==> src/aufz_defs.svh <==
// Register map, field positions, reset values and sizes of the audio queue status block
//
// Overview of operation
// - Shift fetch at frame start with too few words sets tx underflow; write 1 clears.
// - Receive-empty status bit is 1 exactly when the receive queue holds no word.
// - Receive-full status bit is 1 exactly when the receive queue holds sixteen words.
// - Receive threshold flag is high while the receive level exceeds the receive threshold.
// - Receive word into full queue sets overflow and overwrites the oldest entry.
// - Software read of an empty receive queue sets receive underflow; write 1 clears.
// - Three-bit field shows the channel of the word now being transmitted.
// - Transmit and receive interrupt bits are reported; overall flag is their OR.
// - Five-bit receive level field shows words held, zero to sixteen.
// - Five-bit transmit level field shows words held, zero to sixteen.
// - Per channel, sign change or all-zero next sample sets zero-cross flag; W1C.
// - Channels 2-3 need TDM count 1..3, 4-5 need 2..3, 6-7 need 3.
// - In two-channel modes channel 0 is left, channel 1 is right.
// - Reading the receive port returns the oldest word and lowers the receive level.
// - Software write to a full transmit queue sets transmit overflow; write 1 clears.
// - Transmit threshold flag is high while the transmit level is at or below threshold.
// - A channel whose zero-cross flag is set transmits silence.
`ifndef AUFZ_DEFS_SVH
`define AUFZ_DEFS_SVH
`define AUFZ_DEPTH        16
`define AUFZ_WORD_BITS    32
`define AUFZ_OFS_CTRL     8'h20
`define AUFZ_OFS_FLAGS    8'h0c
`define AUFZ_OFS_TXPORT   8'h10
`define AUFZ_OFS_RXPORT   8'h14
`define AUFZ_OFS_LEVELS   8'h24
`define AUFZ_CTRL_RESET   32'h0000_0000
`define AUFZ_CTRL_MASK    32'h0000_07ff
`define AUFZ_CTRL_TX_THRESHOLD_LEVEL    3:0
`define AUFZ_CTRL_RX_THRESHOLD_LEVEL    7:4
`define AUFZ_CTRL_TDM     9:8
`define AUFZ_CTRL_MULTI   10
`define AUFZ_F_TXEMPTY    20
`define AUFZ_F_TXFULL     19
`define AUFZ_F_TXTHR      18
`define AUFZ_F_TXOVER     17
`define AUFZ_F_TXUNDER    16
`define AUFZ_F_RX_QUEUE_EMPTY    12
`define AUFZ_F_RX_QUEUE_FULL     11
`define AUFZ_F_RXTHR      10
`define AUFZ_F_RXOVER     9
`define AUFZ_F_RXUNDER    8
`define AUFZ_F_CHAN       5:3
`define AUFZ_F_TXINT      2
`define AUFZ_F_RXINT      1
`define AUFZ_F_INT        0
`define AUFZ_L_RX_LEVEL      20:16
`define AUFZ_L_TX_LEVEL      12:8
`define AUFZ_L_ZC         7:0
`endif

==> src/aufz_pkg.sv <==
// Types shared by the audio queue status block
package aufz_pkg;
  typedef logic [4:0] aufz_level_t;
  typedef logic [2:0] aufz_chan_t;
  // Sticky event flags, all write-one-to-clear
  typedef struct packed {
    logic tx_underflow_flag;
    logic tx_overflow_flag;
    logic rx_overflow_flag;
    logic rx_underflow_flag;
  } aufz_flags_s;
  // Registered bus address phase
  typedef struct packed {
    logic       valid;
    logic       write;
    logic [7:0] ofs;
  } aufz_aphase_s;
endpackage

==> src/aufz_top.sv <==
// Audio transmit/receive queues, status flags, zero-cross flags and serial shifter
//
// Chosen here: the AHB-Lite slave port.
`timescale 1ns/1ps
`include "aufz_defs.svh"
module aufz_top #(
  parameter int DEPTH = `AUFZ_DEPTH
) (
  // Clock and reset
  input  wire logic        hclk,
  input  wire logic        hresetn,
  // AHB-Lite slave
  input  wire logic        hsel,
  input  wire logic [31:0] haddr,
  input  wire logic [1:0]  htrans,
  input  wire logic        hwrite,
  input  wire logic [2:0]  hsize,
  input  wire logic [31:0] hwdata,
  input  wire logic        hready,
  output logic      [31:0] hrdata,
  output logic             hreadyout,
  output logic             hresp,
  // Serial audio link
  input  wire logic        bclk_pin,
  input  wire logic        sdi_pin,
  output logic             sdo,
  output logic             frame_sync
);
  localparam int PW = $clog2(DEPTH);

  // Pointers wrap naturally only for a power of two; level field is five bits
  if (DEPTH < 2 || DEPTH > 16 || (DEPTH & (DEPTH - 1)) != 0) begin : g_bad_depth
    $error("aufz_top: DEPTH must be a power of two from 2 to 16");
  end

  localparam aufz_pkg::aufz_level_t FULL_LVL = aufz_pkg::aufz_level_t'(DEPTH);

  // State
  aufz_pkg::aufz_aphase_s   aph_reg;
  logic [31:0]              ctrl_reg;
  aufz_pkg::aufz_flags_s    flags_reg;
  logic [7:0]               zc_reg;
  logic [7:0]               zc_sign_reg;
  logic [31:0]              tx_mem [DEPTH];
  logic [31:0]              rx_mem [DEPTH];
  logic [PW-1:0]            tx_wp_reg, tx_rp_reg, rx_wp_reg, rx_rp_reg;
  aufz_pkg::aufz_level_t    tx_level_reg, rx_level_reg;
  logic                     tx_thr_reg, rx_thr_reg;
  aufz_pkg::aufz_chan_t     cur_chan_reg, nxt_chan_reg;
  logic                     bclk_s1_reg, bclk_s2_reg, bclk_s3_reg;
  logic                     sdi_s1_reg, sdi_s2_reg;
  logic [4:0]               tx_bit_reg, rx_bit_reg;
  logic [31:0]              tx_sh_reg, rx_sh_reg;
  logic [31:0]              hrdata_reg;
  logic                     ready_reg;
  logic                     sdo_reg, fsync_reg;

  // Control fields
  logic [3:0]                tx_threshold_level, rx_threshold_level;
  logic [1:0]                tdm_channel_count;
  logic                      pcm_multi;
  aufz_pkg::aufz_chan_t      last_chan;
  aufz_pkg::aufz_level_t     frame_words;
  assign tx_threshold_level = ctrl_reg[`AUFZ_CTRL_TX_THRESHOLD_LEVEL];
  assign rx_threshold_level = ctrl_reg[`AUFZ_CTRL_RX_THRESHOLD_LEVEL];
  assign tdm_channel_count  = ctrl_reg[`AUFZ_CTRL_TDM];
  assign pcm_multi          = ctrl_reg[`AUFZ_CTRL_MULTI];
  // Two channels (left/right) unless multi-channel PCM widens the frame
  assign last_chan   = pcm_multi ? aufz_pkg::aufz_chan_t'({tdm_channel_count, 1'b1}) : 3'h1;
  assign frame_words = aufz_pkg::aufz_level_t'(last_chan) + 5'h01;

  // Bus decode
  logic a_take, w_phase, r_take;
  assign a_take  = hsel && htrans[1] && hready;
  assign r_take  = a_take && !hwrite;
  assign w_phase = aph_reg.valid && aph_reg.write;

  // Link edges; first synchroniser stage feeds only the second
  logic bclk_rise, bclk_fall;
  assign bclk_rise = bclk_s2_reg && !bclk_s3_reg;
  assign bclk_fall = !bclk_s2_reg && bclk_s3_reg;

  // Queue events
  logic tx_push, tx_full_wr, tx_fetch, tx_pop, tx_short, tx_empty;
  logic rx_push, rx_pop, rx_empty_rd, rx_full, rx_empty;
  assign tx_empty   = tx_level_reg == 5'h00;
  assign rx_empty   = rx_level_reg == 5'h00;
  assign rx_full    = rx_level_reg == FULL_LVL;
  assign tx_push    = w_phase && aph_reg.ofs == `AUFZ_OFS_TXPORT && tx_level_reg != FULL_LVL;
  assign tx_full_wr = w_phase && aph_reg.ofs == `AUFZ_OFS_TXPORT && tx_level_reg == FULL_LVL;
  assign tx_fetch   = bclk_fall && tx_bit_reg == 5'h00;
  // Channel 0 takes its word only when all the frame's words are queued
  assign tx_short   = (nxt_chan_reg == 3'h0) ? (tx_level_reg < frame_words) : tx_empty;
  assign tx_pop     = tx_fetch && !tx_short;
  assign rx_push    = bclk_rise && rx_bit_reg == 5'h1f;
  assign rx_pop     = r_take && haddr[7:0] == `AUFZ_OFS_RXPORT && !rx_empty;
  assign rx_empty_rd = r_take && haddr[7:0] == `AUFZ_OFS_RXPORT && rx_empty;

  // Zero-cross detection per channel on each fetched word
  logic [31:0] tx_word;
  logic [7:0]  zc_avail, zc_hit;
  assign tx_word = tx_mem[tx_rp_reg];
  for (genvar c = 0; c < 8; c++) begin : g_zc
    assign zc_avail[c] = (c < 2) || (pcm_multi && tdm_channel_count >= 2'(c / 2));
    assign zc_hit[c]   = tx_pop && nxt_chan_reg == 3'(c) && zc_avail[c] &&
                         (tx_word[31] != zc_sign_reg[c] || tx_word == 32'h0000_0000);
  end

  // Write-one-to-clear strobes
  logic [31:0] w1c_flags, w1c_levels;
  assign w1c_flags  = (w_phase && aph_reg.ofs == `AUFZ_OFS_FLAGS) ? hwdata : 32'h0000_0000;
  assign w1c_levels = (w_phase && aph_reg.ofs == `AUFZ_OFS_LEVELS) ? hwdata : 32'h0000_0000;

  // Interrupt summary bits
  logic tx_irq_pending, rx_irq_pending, any_irq_pending;
  assign tx_irq_pending  = flags_reg.tx_underflow_flag || flags_reg.tx_overflow_flag ||
                           tx_thr_reg;
  assign rx_irq_pending  = flags_reg.rx_underflow_flag || flags_reg.rx_overflow_flag ||
                           rx_thr_reg;
  assign any_irq_pending = tx_irq_pending || rx_irq_pending;

  // Read mux
  logic [31:0] rd_val;
  always_comb begin
    rd_val = 32'h0000_0000;
    case (haddr[7:0])
      `AUFZ_OFS_CTRL: rd_val = ctrl_reg;
      `AUFZ_OFS_RXPORT: rd_val = rx_empty ? 32'h0000_0000 : rx_mem[rx_rp_reg];
      `AUFZ_OFS_FLAGS: begin
        rd_val[`AUFZ_F_TXEMPTY] = tx_empty;
        rd_val[`AUFZ_F_TXFULL]  = tx_level_reg == FULL_LVL;
        rd_val[`AUFZ_F_TXTHR]   = tx_thr_reg;
        rd_val[`AUFZ_F_TXOVER]  = flags_reg.tx_overflow_flag;
        rd_val[`AUFZ_F_TXUNDER] = flags_reg.tx_underflow_flag;
        rd_val[`AUFZ_F_RX_QUEUE_EMPTY] = rx_empty;
        rd_val[`AUFZ_F_RX_QUEUE_FULL]  = rx_full;
        rd_val[`AUFZ_F_RXTHR]   = rx_thr_reg;
        rd_val[`AUFZ_F_RXOVER]  = flags_reg.rx_overflow_flag;
        rd_val[`AUFZ_F_RXUNDER] = flags_reg.rx_underflow_flag;
        rd_val[`AUFZ_F_CHAN]    = cur_chan_reg;
        rd_val[`AUFZ_F_TXINT]   = tx_irq_pending;
        rd_val[`AUFZ_F_RXINT]   = rx_irq_pending;
        rd_val[`AUFZ_F_INT]     = any_irq_pending;
      end
      `AUFZ_OFS_LEVELS: begin
        rd_val[`AUFZ_L_RX_LEVEL] = rx_level_reg;
        rd_val[`AUFZ_L_TX_LEVEL] = tx_level_reg;
        rd_val[`AUFZ_L_ZC]    = zc_reg;
      end
      default: rd_val = 32'h0000_0000;
    endcase
  end

  // Address phase capture; zero wait states, always OKAY
  always_ff @(posedge hclk or negedge hresetn) begin
    if (!hresetn) begin
      aph_reg    <= '0;
      hrdata_reg <= 32'h0000_0000;
      ready_reg  <= 1'b0;
    end else begin
      ready_reg     <= 1'b1; // High from the first edge after release
      aph_reg.valid <= a_take;
      aph_reg.write <= hwrite;
      aph_reg.ofs   <= haddr[7:0];
      if (r_take) begin
        hrdata_reg <= rd_val;
      end
    end
  end

  // Control register; status registers ignore plain writes
  always_ff @(posedge hclk or negedge hresetn) begin
    if (!hresetn) begin
      ctrl_reg <= `AUFZ_CTRL_RESET;
    end else if (w_phase && aph_reg.ofs == `AUFZ_OFS_CTRL) begin
      ctrl_reg <= hwdata & `AUFZ_CTRL_MASK;
    end
  end

  // Sticky flags: set beats a simultaneous clear so no event is lost
  always_ff @(posedge hclk or negedge hresetn) begin
    if (!hresetn) begin
      flags_reg <= '0;
    end else begin
      flags_reg.tx_underflow_flag <= (tx_fetch && nxt_chan_reg == 3'h0 && tx_short) ||
        (flags_reg.tx_underflow_flag && !w1c_flags[`AUFZ_F_TXUNDER]);
      flags_reg.tx_overflow_flag  <= tx_full_wr ||
        (flags_reg.tx_overflow_flag && !w1c_flags[`AUFZ_F_TXOVER]);
      flags_reg.rx_overflow_flag  <= (rx_push && rx_full) ||
        (flags_reg.rx_overflow_flag && !w1c_flags[`AUFZ_F_RXOVER]);
      flags_reg.rx_underflow_flag <= rx_empty_rd ||
        (flags_reg.rx_underflow_flag && !w1c_flags[`AUFZ_F_RXUNDER]);
    end
  end

  // Zero-cross flags and last seen sign per channel
  always_ff @(posedge hclk or negedge hresetn) begin
    if (!hresetn) begin
      zc_reg      <= 8'h00;
      zc_sign_reg <= 8'h00;
    end else begin
      zc_reg <= zc_hit | (zc_reg & ~w1c_levels[`AUFZ_L_ZC]);
      for (int c = 0; c < 8; c++) begin
        if (tx_pop && nxt_chan_reg == 3'(c)) begin
          zc_sign_reg[c] <= tx_word[31];
        end
      end
    end
  end

  // Transmit queue storage
  always_ff @(posedge hclk) begin
    if (tx_push) begin
      tx_mem[tx_wp_reg] <= hwdata;
    end
  end

  // Transmit queue pointers, level and threshold flag
  always_ff @(posedge hclk or negedge hresetn) begin
    if (!hresetn) begin
      tx_wp_reg    <= '0;
      tx_rp_reg    <= '0;
      tx_level_reg <= 5'h00;
      tx_thr_reg   <= 1'b1;
    end else begin
      if (tx_push) begin
        tx_wp_reg <= tx_wp_reg + 1'b1;
      end
      if (tx_pop) begin
        tx_rp_reg <= tx_rp_reg + 1'b1;
      end
      tx_level_reg <= tx_level_reg + 5'(tx_push) - 5'(tx_pop);
      // Follows the level already settled this cycle, one edge behind it
      tx_thr_reg <= tx_level_reg <= 5'(tx_threshold_level);
    end
  end

  // Receive queue storage; a word into a full queue lands on the oldest
  always_ff @(posedge hclk) begin
    if (rx_push) begin
      rx_mem[rx_wp_reg] <= {rx_sh_reg[30:0], sdi_s2_reg};
    end
  end

  // Receive queue pointers, level and threshold flag
  always_ff @(posedge hclk or negedge hresetn) begin
    if (!hresetn) begin
      rx_wp_reg    <= '0;
      rx_rp_reg    <= '0;
      rx_level_reg <= 5'h00;
      rx_thr_reg   <= 1'b0;
    end else begin
      if (rx_push) begin
        rx_wp_reg <= rx_wp_reg + 1'b1;
      end
      // Overwrite drops the oldest word, so the read side steps past it
      if (rx_pop || (rx_push && rx_full)) begin
        rx_rp_reg <= rx_rp_reg + 1'b1;
      end
      if (!(rx_push && rx_full)) begin
        rx_level_reg <= rx_level_reg + 5'(rx_push) - 5'(rx_pop);
      end else begin
        rx_level_reg <= rx_level_reg - 5'(rx_pop);
      end
      rx_thr_reg <= rx_level_reg > 5'(rx_threshold_level);
    end
  end

  // Link input synchronisers
  always_ff @(posedge hclk or negedge hresetn) begin
    if (!hresetn) begin
      bclk_s1_reg <= 1'b0;
      bclk_s2_reg <= 1'b0;
      bclk_s3_reg <= 1'b0;
      sdi_s1_reg  <= 1'b0;
      sdi_s2_reg  <= 1'b0;
    end else begin
      bclk_s1_reg <= bclk_pin;
      bclk_s2_reg <= bclk_s1_reg;
      bclk_s3_reg <= bclk_s2_reg;
      sdi_s1_reg  <= sdi_pin;
      sdi_s2_reg  <= sdi_s1_reg;
    end
  end

  // Transmit shifter: load a word every 32 falling bit-clock edges
  always_ff @(posedge hclk or negedge hresetn) begin
    if (!hresetn) begin
      tx_bit_reg   <= 5'h00;
      tx_sh_reg    <= 32'h0000_0000;
      sdo_reg      <= 1'b0;
      fsync_reg    <= 1'b0;
      cur_chan_reg <= 3'h0;
      nxt_chan_reg <= 3'h0;
    end else if (bclk_fall) begin
      tx_bit_reg <= tx_bit_reg + 5'h01;
      if (tx_fetch) begin
        // Muted channel or missing data sends silence
        if (tx_pop && !zc_reg[nxt_chan_reg]) begin
          sdo_reg   <= tx_word[31];
          tx_sh_reg <= {tx_word[30:0], 1'b0};
        end else begin
          sdo_reg   <= 1'b0;
          tx_sh_reg <= 32'h0000_0000;
        end
        fsync_reg    <= nxt_chan_reg == 3'h0;
        cur_chan_reg <= nxt_chan_reg;
        nxt_chan_reg <= (nxt_chan_reg >= last_chan) ? 3'h0 : nxt_chan_reg + 3'h1;
      end else begin
        sdo_reg   <= tx_sh_reg[31];
        tx_sh_reg <= {tx_sh_reg[30:0], 1'b0};
      end
    end
  end

  // Receive shifter: sample on rising bit-clock edges
  always_ff @(posedge hclk or negedge hresetn) begin
    if (!hresetn) begin
      rx_bit_reg <= 5'h00;
      rx_sh_reg  <= 32'h0000_0000;
    end else if (bclk_rise) begin
      rx_bit_reg <= rx_bit_reg + 5'h01;
      rx_sh_reg  <= {rx_sh_reg[30:0], sdi_s2_reg};
    end
  end

  // Outputs straight from flops, except hresp tied low
  assign hrdata     = hrdata_reg;
  assign hreadyout  = ready_reg;
  assign hresp      = 1'b0;
  assign sdo        = sdo_reg;
  assign frame_sync = fsync_reg;

endmodule

==> config.mk <==
export PLATFORM = sky130hd
export DESIGN_NAME = aufz_top
export DESIGN_NICKNAME = d
export VERILOG_FILES = /design/src/aufz_pkg.sv /design/src/aufz_top.sv
export VERILOG_INCLUDE_DIRS = /design/src
export SDC_FILE = /design/constraint.sdc
export NUM_CORES = 1
export LEC_CHECK = 0
export BUFFER_PORTS_ARGS = -buffer_cell sky130_fd_sc_hd__buf_4
export CAP_MARGIN = 30
export CORE_UTILIZATION = 40
export DETAILED_ROUTE_END_ITERATION = 7
export GPL_ROUTABILITY_DRIVEN = 0
export GPL_TIMING_DRIVEN = 0
export SLEW_MARGIN = 10
export SYNTH_ARGS = -nofsm -noshare
export SYNTH_HDL_FRONTEND = slang
export SYNTH_SLANG_ARGS = --single-unit
==> constraint.sdc <==
create_clock -name hclk -period 6.23 [get_ports hclk]
set_input_delay 0.3115 -clock hclk [delete_from_list [all_inputs] [get_ports hclk]]
set_output_delay 0.3115 -clock hclk [all_outputs]
set_load 0.005 [all_outputs]
==> flow_results.xml <==
<?xml version="1.0" encoding="UTF-8"?>
<metrics>
  <group name="worst_setup_path">
    <metric name="worstSetupEndpointType" unit="">register</metric>
    <metric name="worstReg2RegStart" unit="">rx_level_reg[2]</metric>
    <metric name="timing.critical_path.buf_inv" unit="">6</metric>
    <metric name="critical_path.top_delay_family" unit="">simple AND/OR/NAND/NOR gates</metric>
    <metric name="setup.worst_path.start_class" unit="">input port</metric>
    <metric name="setup.worst_path.start" unit="">haddr[1]</metric>
    <metric name="worst_ep_arrival_time" unit="ns">5.37</metric>
    <metric name="worstPathMaxFanout" unit="">11</metric>
    <metric name="path_common_cell" unit="">nor2_1</metric>
    <metric name="required_worst_endpoint" unit="ns">6.81</metric>
    <metric name="worstSetupPathType" unit="">input port to register</metric>
    <metric name="path_cells" unit="">dlygate4sd3_1, buf_4, nor4_2, nand2_1, nor2_1, nand2_1, inv_1, clkbuf_1, ha_1, inv_1, ha_1, inv_1, fa_1, nor2_1, nor2_1, nor2_1, o21ai_0, a21oi_1, a31oi_1</metric>
    <metric name="timing.critical_path.slowest_cell_delay" unit="ns">0.73</metric>
    <metric name="critical-path-slowest-cell" unit="">nor4_2</metric>
  </group>
  <group name="floorplanning">
    <metric name="design.core.area" unit="mm²">0.118</metric>
    <metric name="placementRows" unit="">126</metric>
    <metric name="die_area" unit="mm²">0.120</metric>
    <metric name="top_level_ports" unit="">112</metric>
    <metric name="die_width" unit="µm">347</metric>
    <metric name="initial_utilization" unit="">0.403</metric>
    <metric name="die_height" unit="µm">347</metric>
  </group>
  <group name="timing">
    <metric name="worst-slew-pin-transition" unit="ns">0.996</metric>
    <metric name="timing.final.max_slew_violations" unit="">0</metric>
    <metric name="setup_violations" unit="">0</metric>
    <metric name="period_minus_slack" unit="ns">4.79</metric>
    <metric name="setup_total_negative_slack" unit="ns">0</metric>
    <metric name="timing.slew.headroom" unit="">0.336</metric>
    <metric name="rsz0062_at_grt" unit="">false</metric>
    <metric name="final.setup_skew" unit="ns">0.0683</metric>
    <metric name="finalCritPeriodShare" unit="">0.769</metric>
    <metric name="max_freq" unit="MHz">209</metric>
    <metric name="timing_hold_violations_final" unit="">0</metric>
  </group>
  <group name="finish">
    <metric name="n_fill_cell" unit="">9714</metric>
    <metric name="syn_to_final_growth" unit="%">17.5</metric>
    <metric name="post_route_cells_drive_above_1_share" unit="">0.247</metric>
    <metric name="layout.nets" unit="">2908</metric>
    <metric name="regArea" unit="mm²">0.0354</metric>
    <metric name="multiInputGateArea" unit="mm²">0.0115</metric>
  </group>
  <group name="detailed_routing">
    <metric name="wirelength" unit="µm">121000</metric>
    <metric name="routed_wire_length_per_instance" unit="µm">27.3</metric>
    <metric name="first_pass_iters" unit="">8</metric>
    <metric name="drcViolationCount" unit="">0</metric>
    <metric name="vias_per_cell" unit="">5.63</metric>
    <metric name="count_of_antenna_violating_nets_left_after_detailed_routing" unit="">0</metric>
    <metric name="drt-initial-drc-count" unit="">2755</metric>
    <metric name="detailroute.via_count" unit="">24900</metric>
  </group>
  <group name="power">
    <metric name="power-per-cell-area" unit="mW/mm²">363</metric>
    <metric name="p_total" unit="mW">20.3</metric>
    <metric name="irDropWorstVdd" unit="µV">283</metric>
    <metric name="total_leakage_power" unit="nW">19.0</metric>
  </group>
  <group name="global_route">
    <metric name="globalRouteTotalUtil" unit="">0.201</metric>
    <metric name="initial_antenna_violation_count" unit="">3</metric>
    <metric name="grt_pass1_wl" unit="µm">175000</metric>
    <metric name="first_global_vias" unit="">25900</metric>
    <metric name="globalRouteOverflowTotal" unit="">0</metric>
    <metric name="grt_start_max_net_pins" unit="">77</metric>
  </group>
  <group name="cts">
    <metric name="post_cts_resize_count" unit="">0</metric>
    <metric name="tritoncts_clock_tree" unit="">yes</metric>
    <metric name="clk_path_buf_depth" unit="">3</metric>
    <metric name="clock-sinks" unit="">1211</metric>
    <metric name="clkLatencyLatePin" unit="ns">0.73</metric>
    <metric name="clkSlewWorstSetupHoldPaths" unit="ns">0.06</metric>
    <metric name="clk_root_buffer_cell" unit="">clkbuf_16</metric>
    <metric name="cts_inserted_buffers" unit="">121</metric>
    <metric name="h-tree-depth" unit="">3</metric>
  </group>
  <group name="yosys">
    <metric name="syn_area_per_cell" unit="µm²">19.3</metric>
    <metric name="postSynthCellCount" unit="">2464</metric>
    <metric name="synth_seq_cells" unit="">1211</metric>
    <metric name="synth_largest_type_area_fraction" unit="">0.647</metric>
    <metric name="post_synth_most_frequent_cells" unit="">1,024 x edfxtp_1, 258 x mux4_2, 186 x dfrtp_1, 130 x nand2_1, 85 x clkbuf_1</metric>
    <metric name="synthDistinctLibCells" unit="">61</metric>
    <metric name="proportion_of_synthesized_chip_area_in_sequential_cells" unit="">0.745</metric>
    <metric name="top_count_cell_post_synth" unit="">edfxtp_1</metric>
    <metric name="synth_enable_flop_cells" unit="">1024</metric>
    <metric name="post_synth_main_area_contributors" unit="">edfxtp_1 65%, mux4_2 12%, dfrtp_1 9.8%, ha_1 1.3%, mux2_2 1.2%</metric>
    <metric name="yosysWarningCount" unit="">0</metric>
    <metric name="syn-cell-area" unit="mm²">0.0475</metric>
    <metric name="synth_largest_area_cell" unit="">edfxtp_1</metric>
    <metric name="async_flop_share" unit="">0.154</metric>
    <metric name="syn-num-nets" unit="">2591</metric>
    <metric name="yosys_most_used_dff" unit="">edfxtp_1</metric>
  </group>
  <group name="job">
    <metric name="max_cap_violations" unit="">0</metric>
  </group>
  <group name="min_path">
    <metric name="worst_hold_path_type" unit="">input port to async pin</metric>
  </group>
  <group name="place">
    <metric name="io_buffer_count" unit="">82</metric>
    <metric name="place.detailed.hpwl" unit="µm">80500</metric>
  </group>
  <group name="outcome">
    <metric name="run_status" unit="">completed</metric>
  </group>
</metrics>
[through the flow]
stage,setup WS [ns],hold WS (ns),utilization,std cells,instance area [µm²]
2_1_floorplan,1.02,0.0159,-,2464,47500
3_3_place_gp,-4.38,0.336,0.425,4082,50100
3_5_place_dp,1.23,0.272,0.434,4147,51200
4_1_cts,1.42,0.0676,0.473,4424,55800
5_1_grt,1.08,0.0797,0.473,4425,55800
6_report,1.44,0.0891,0.473,4426,55800
[placed cells by master, fill, tap and decap left out, types with 12 or more instances in the layout]
cell type	synthesis	layout
clkinv_2	0	25
nand2_1	130	130
buf_12	0	16
nand2b_1	12	12
a21oi_1	78	78
xnor2_1	26	26
nor2b_1	40	40
buf_6	7	14
buf_2	23	24
clkbuf_1	85	121
a22oi_1	65	65
mux4_2	258	258
a22o_1	16	16
clkinv_1	0	13
inv_1	42	42
edfxtp_1	1024	1024
o21ai_0	69	69
dlygate4sd3_1	0	46
nor2_1	73	61
a211oi_1	37	37
dfrtp_1	186	186
mux2_2	50	50
buf_16	0	12
ha_1	49	49
mux2i_1	44	44
clkbuf_16	0	121
buf_4	6	109
bufinv_16	0	17
nor2_4	0	12
[layer usage]
metal | wire length, µm | up-vias | track usage | share of wire
li1 | - | 10600 | - | -
met1 | 49400 | 13200 | 0.270 | 0.41
met2 | 59800 | 980 | 0.333 | 0.50
met3 | 8330 | 180 | 0.0361 | 0.069
met4 | 3110 | 2 | 0.0597 | 0.026
met5 | 9 | - | 0 | 0.000075
[power breakdown]
group          switching, mW  internal [mW]
Combinational           1.71           1.38
Clock                   3.14           4.39
Sequential             0.424           9.25
Total                   5.27           15.0
[layout make-up]
type / count / area share
buffer: 131 / 0.0107
antenna: 1 / 0.0000448
sequential: 1211 / 0.635
inverter: 42 / 0.00282
clock buffer: 164 / 0.0584
multi-input combinational: 1080 / 0.206
clock inverter: 67 / 0.0156
timing repair buffer: 194 / 0.0377
tap: 1536 / 0.0344
[path summary, 6_finish.rpt]
kind	endpoint	slack [ns]	cells after the start
setup / recovery	rx_level_reg[4]	1.44	19
hold / removal	rx_sh_reg[26]	0.09	2
setup reg to reg	rx_level_reg[4]	1.61	18
hold reg to reg	sdi_s2_reg	0.36	0
max in group asynchronous	tx_rp_reg[1]	4.92	4
min in group hclk	aph_reg[8]	0.24	2
[worst register-to-register path, cell delays in order, from the launching register on]
cell and delay [ns]:
dfrtp_1 0.45, inv_1 0.12, ha_1 0.25, nor4b_1 0.20, nor2_1 0.39, nand2_1 0.32, inv_1 0.33, clkbuf_1 0.72
ha_1 0.39, inv_1 0.05, ha_1 0.16, inv_1 0.06, fa_1 0.43, nor2_1 0.16, nor2_1 0.06, nor2_1 0.12
o21ai_0 0.09, a21oi_1 0.14, a31oi_1 0.05
[repair_timing]
item                                   in CTS  in global routing
hold buffers                               46                  0
endpoints found under the hold margin     634                  0
setup buffers                               0                  0
[logic make-up after synthesis]
logic type | Yosys count | synth area share
xor+xnor | 36 | 0.00663
buf+inv | 173 | 0.0158
fa+ha+maj | 51 | 0.0137
other cells | 2 | 0.000158
flops | 1211 | 0.745
mux | 352 | 0.143
compound gates | 306 | 0.0416
simple gates | 333 | 0.0332
Power figures use the tool's default switching activity.
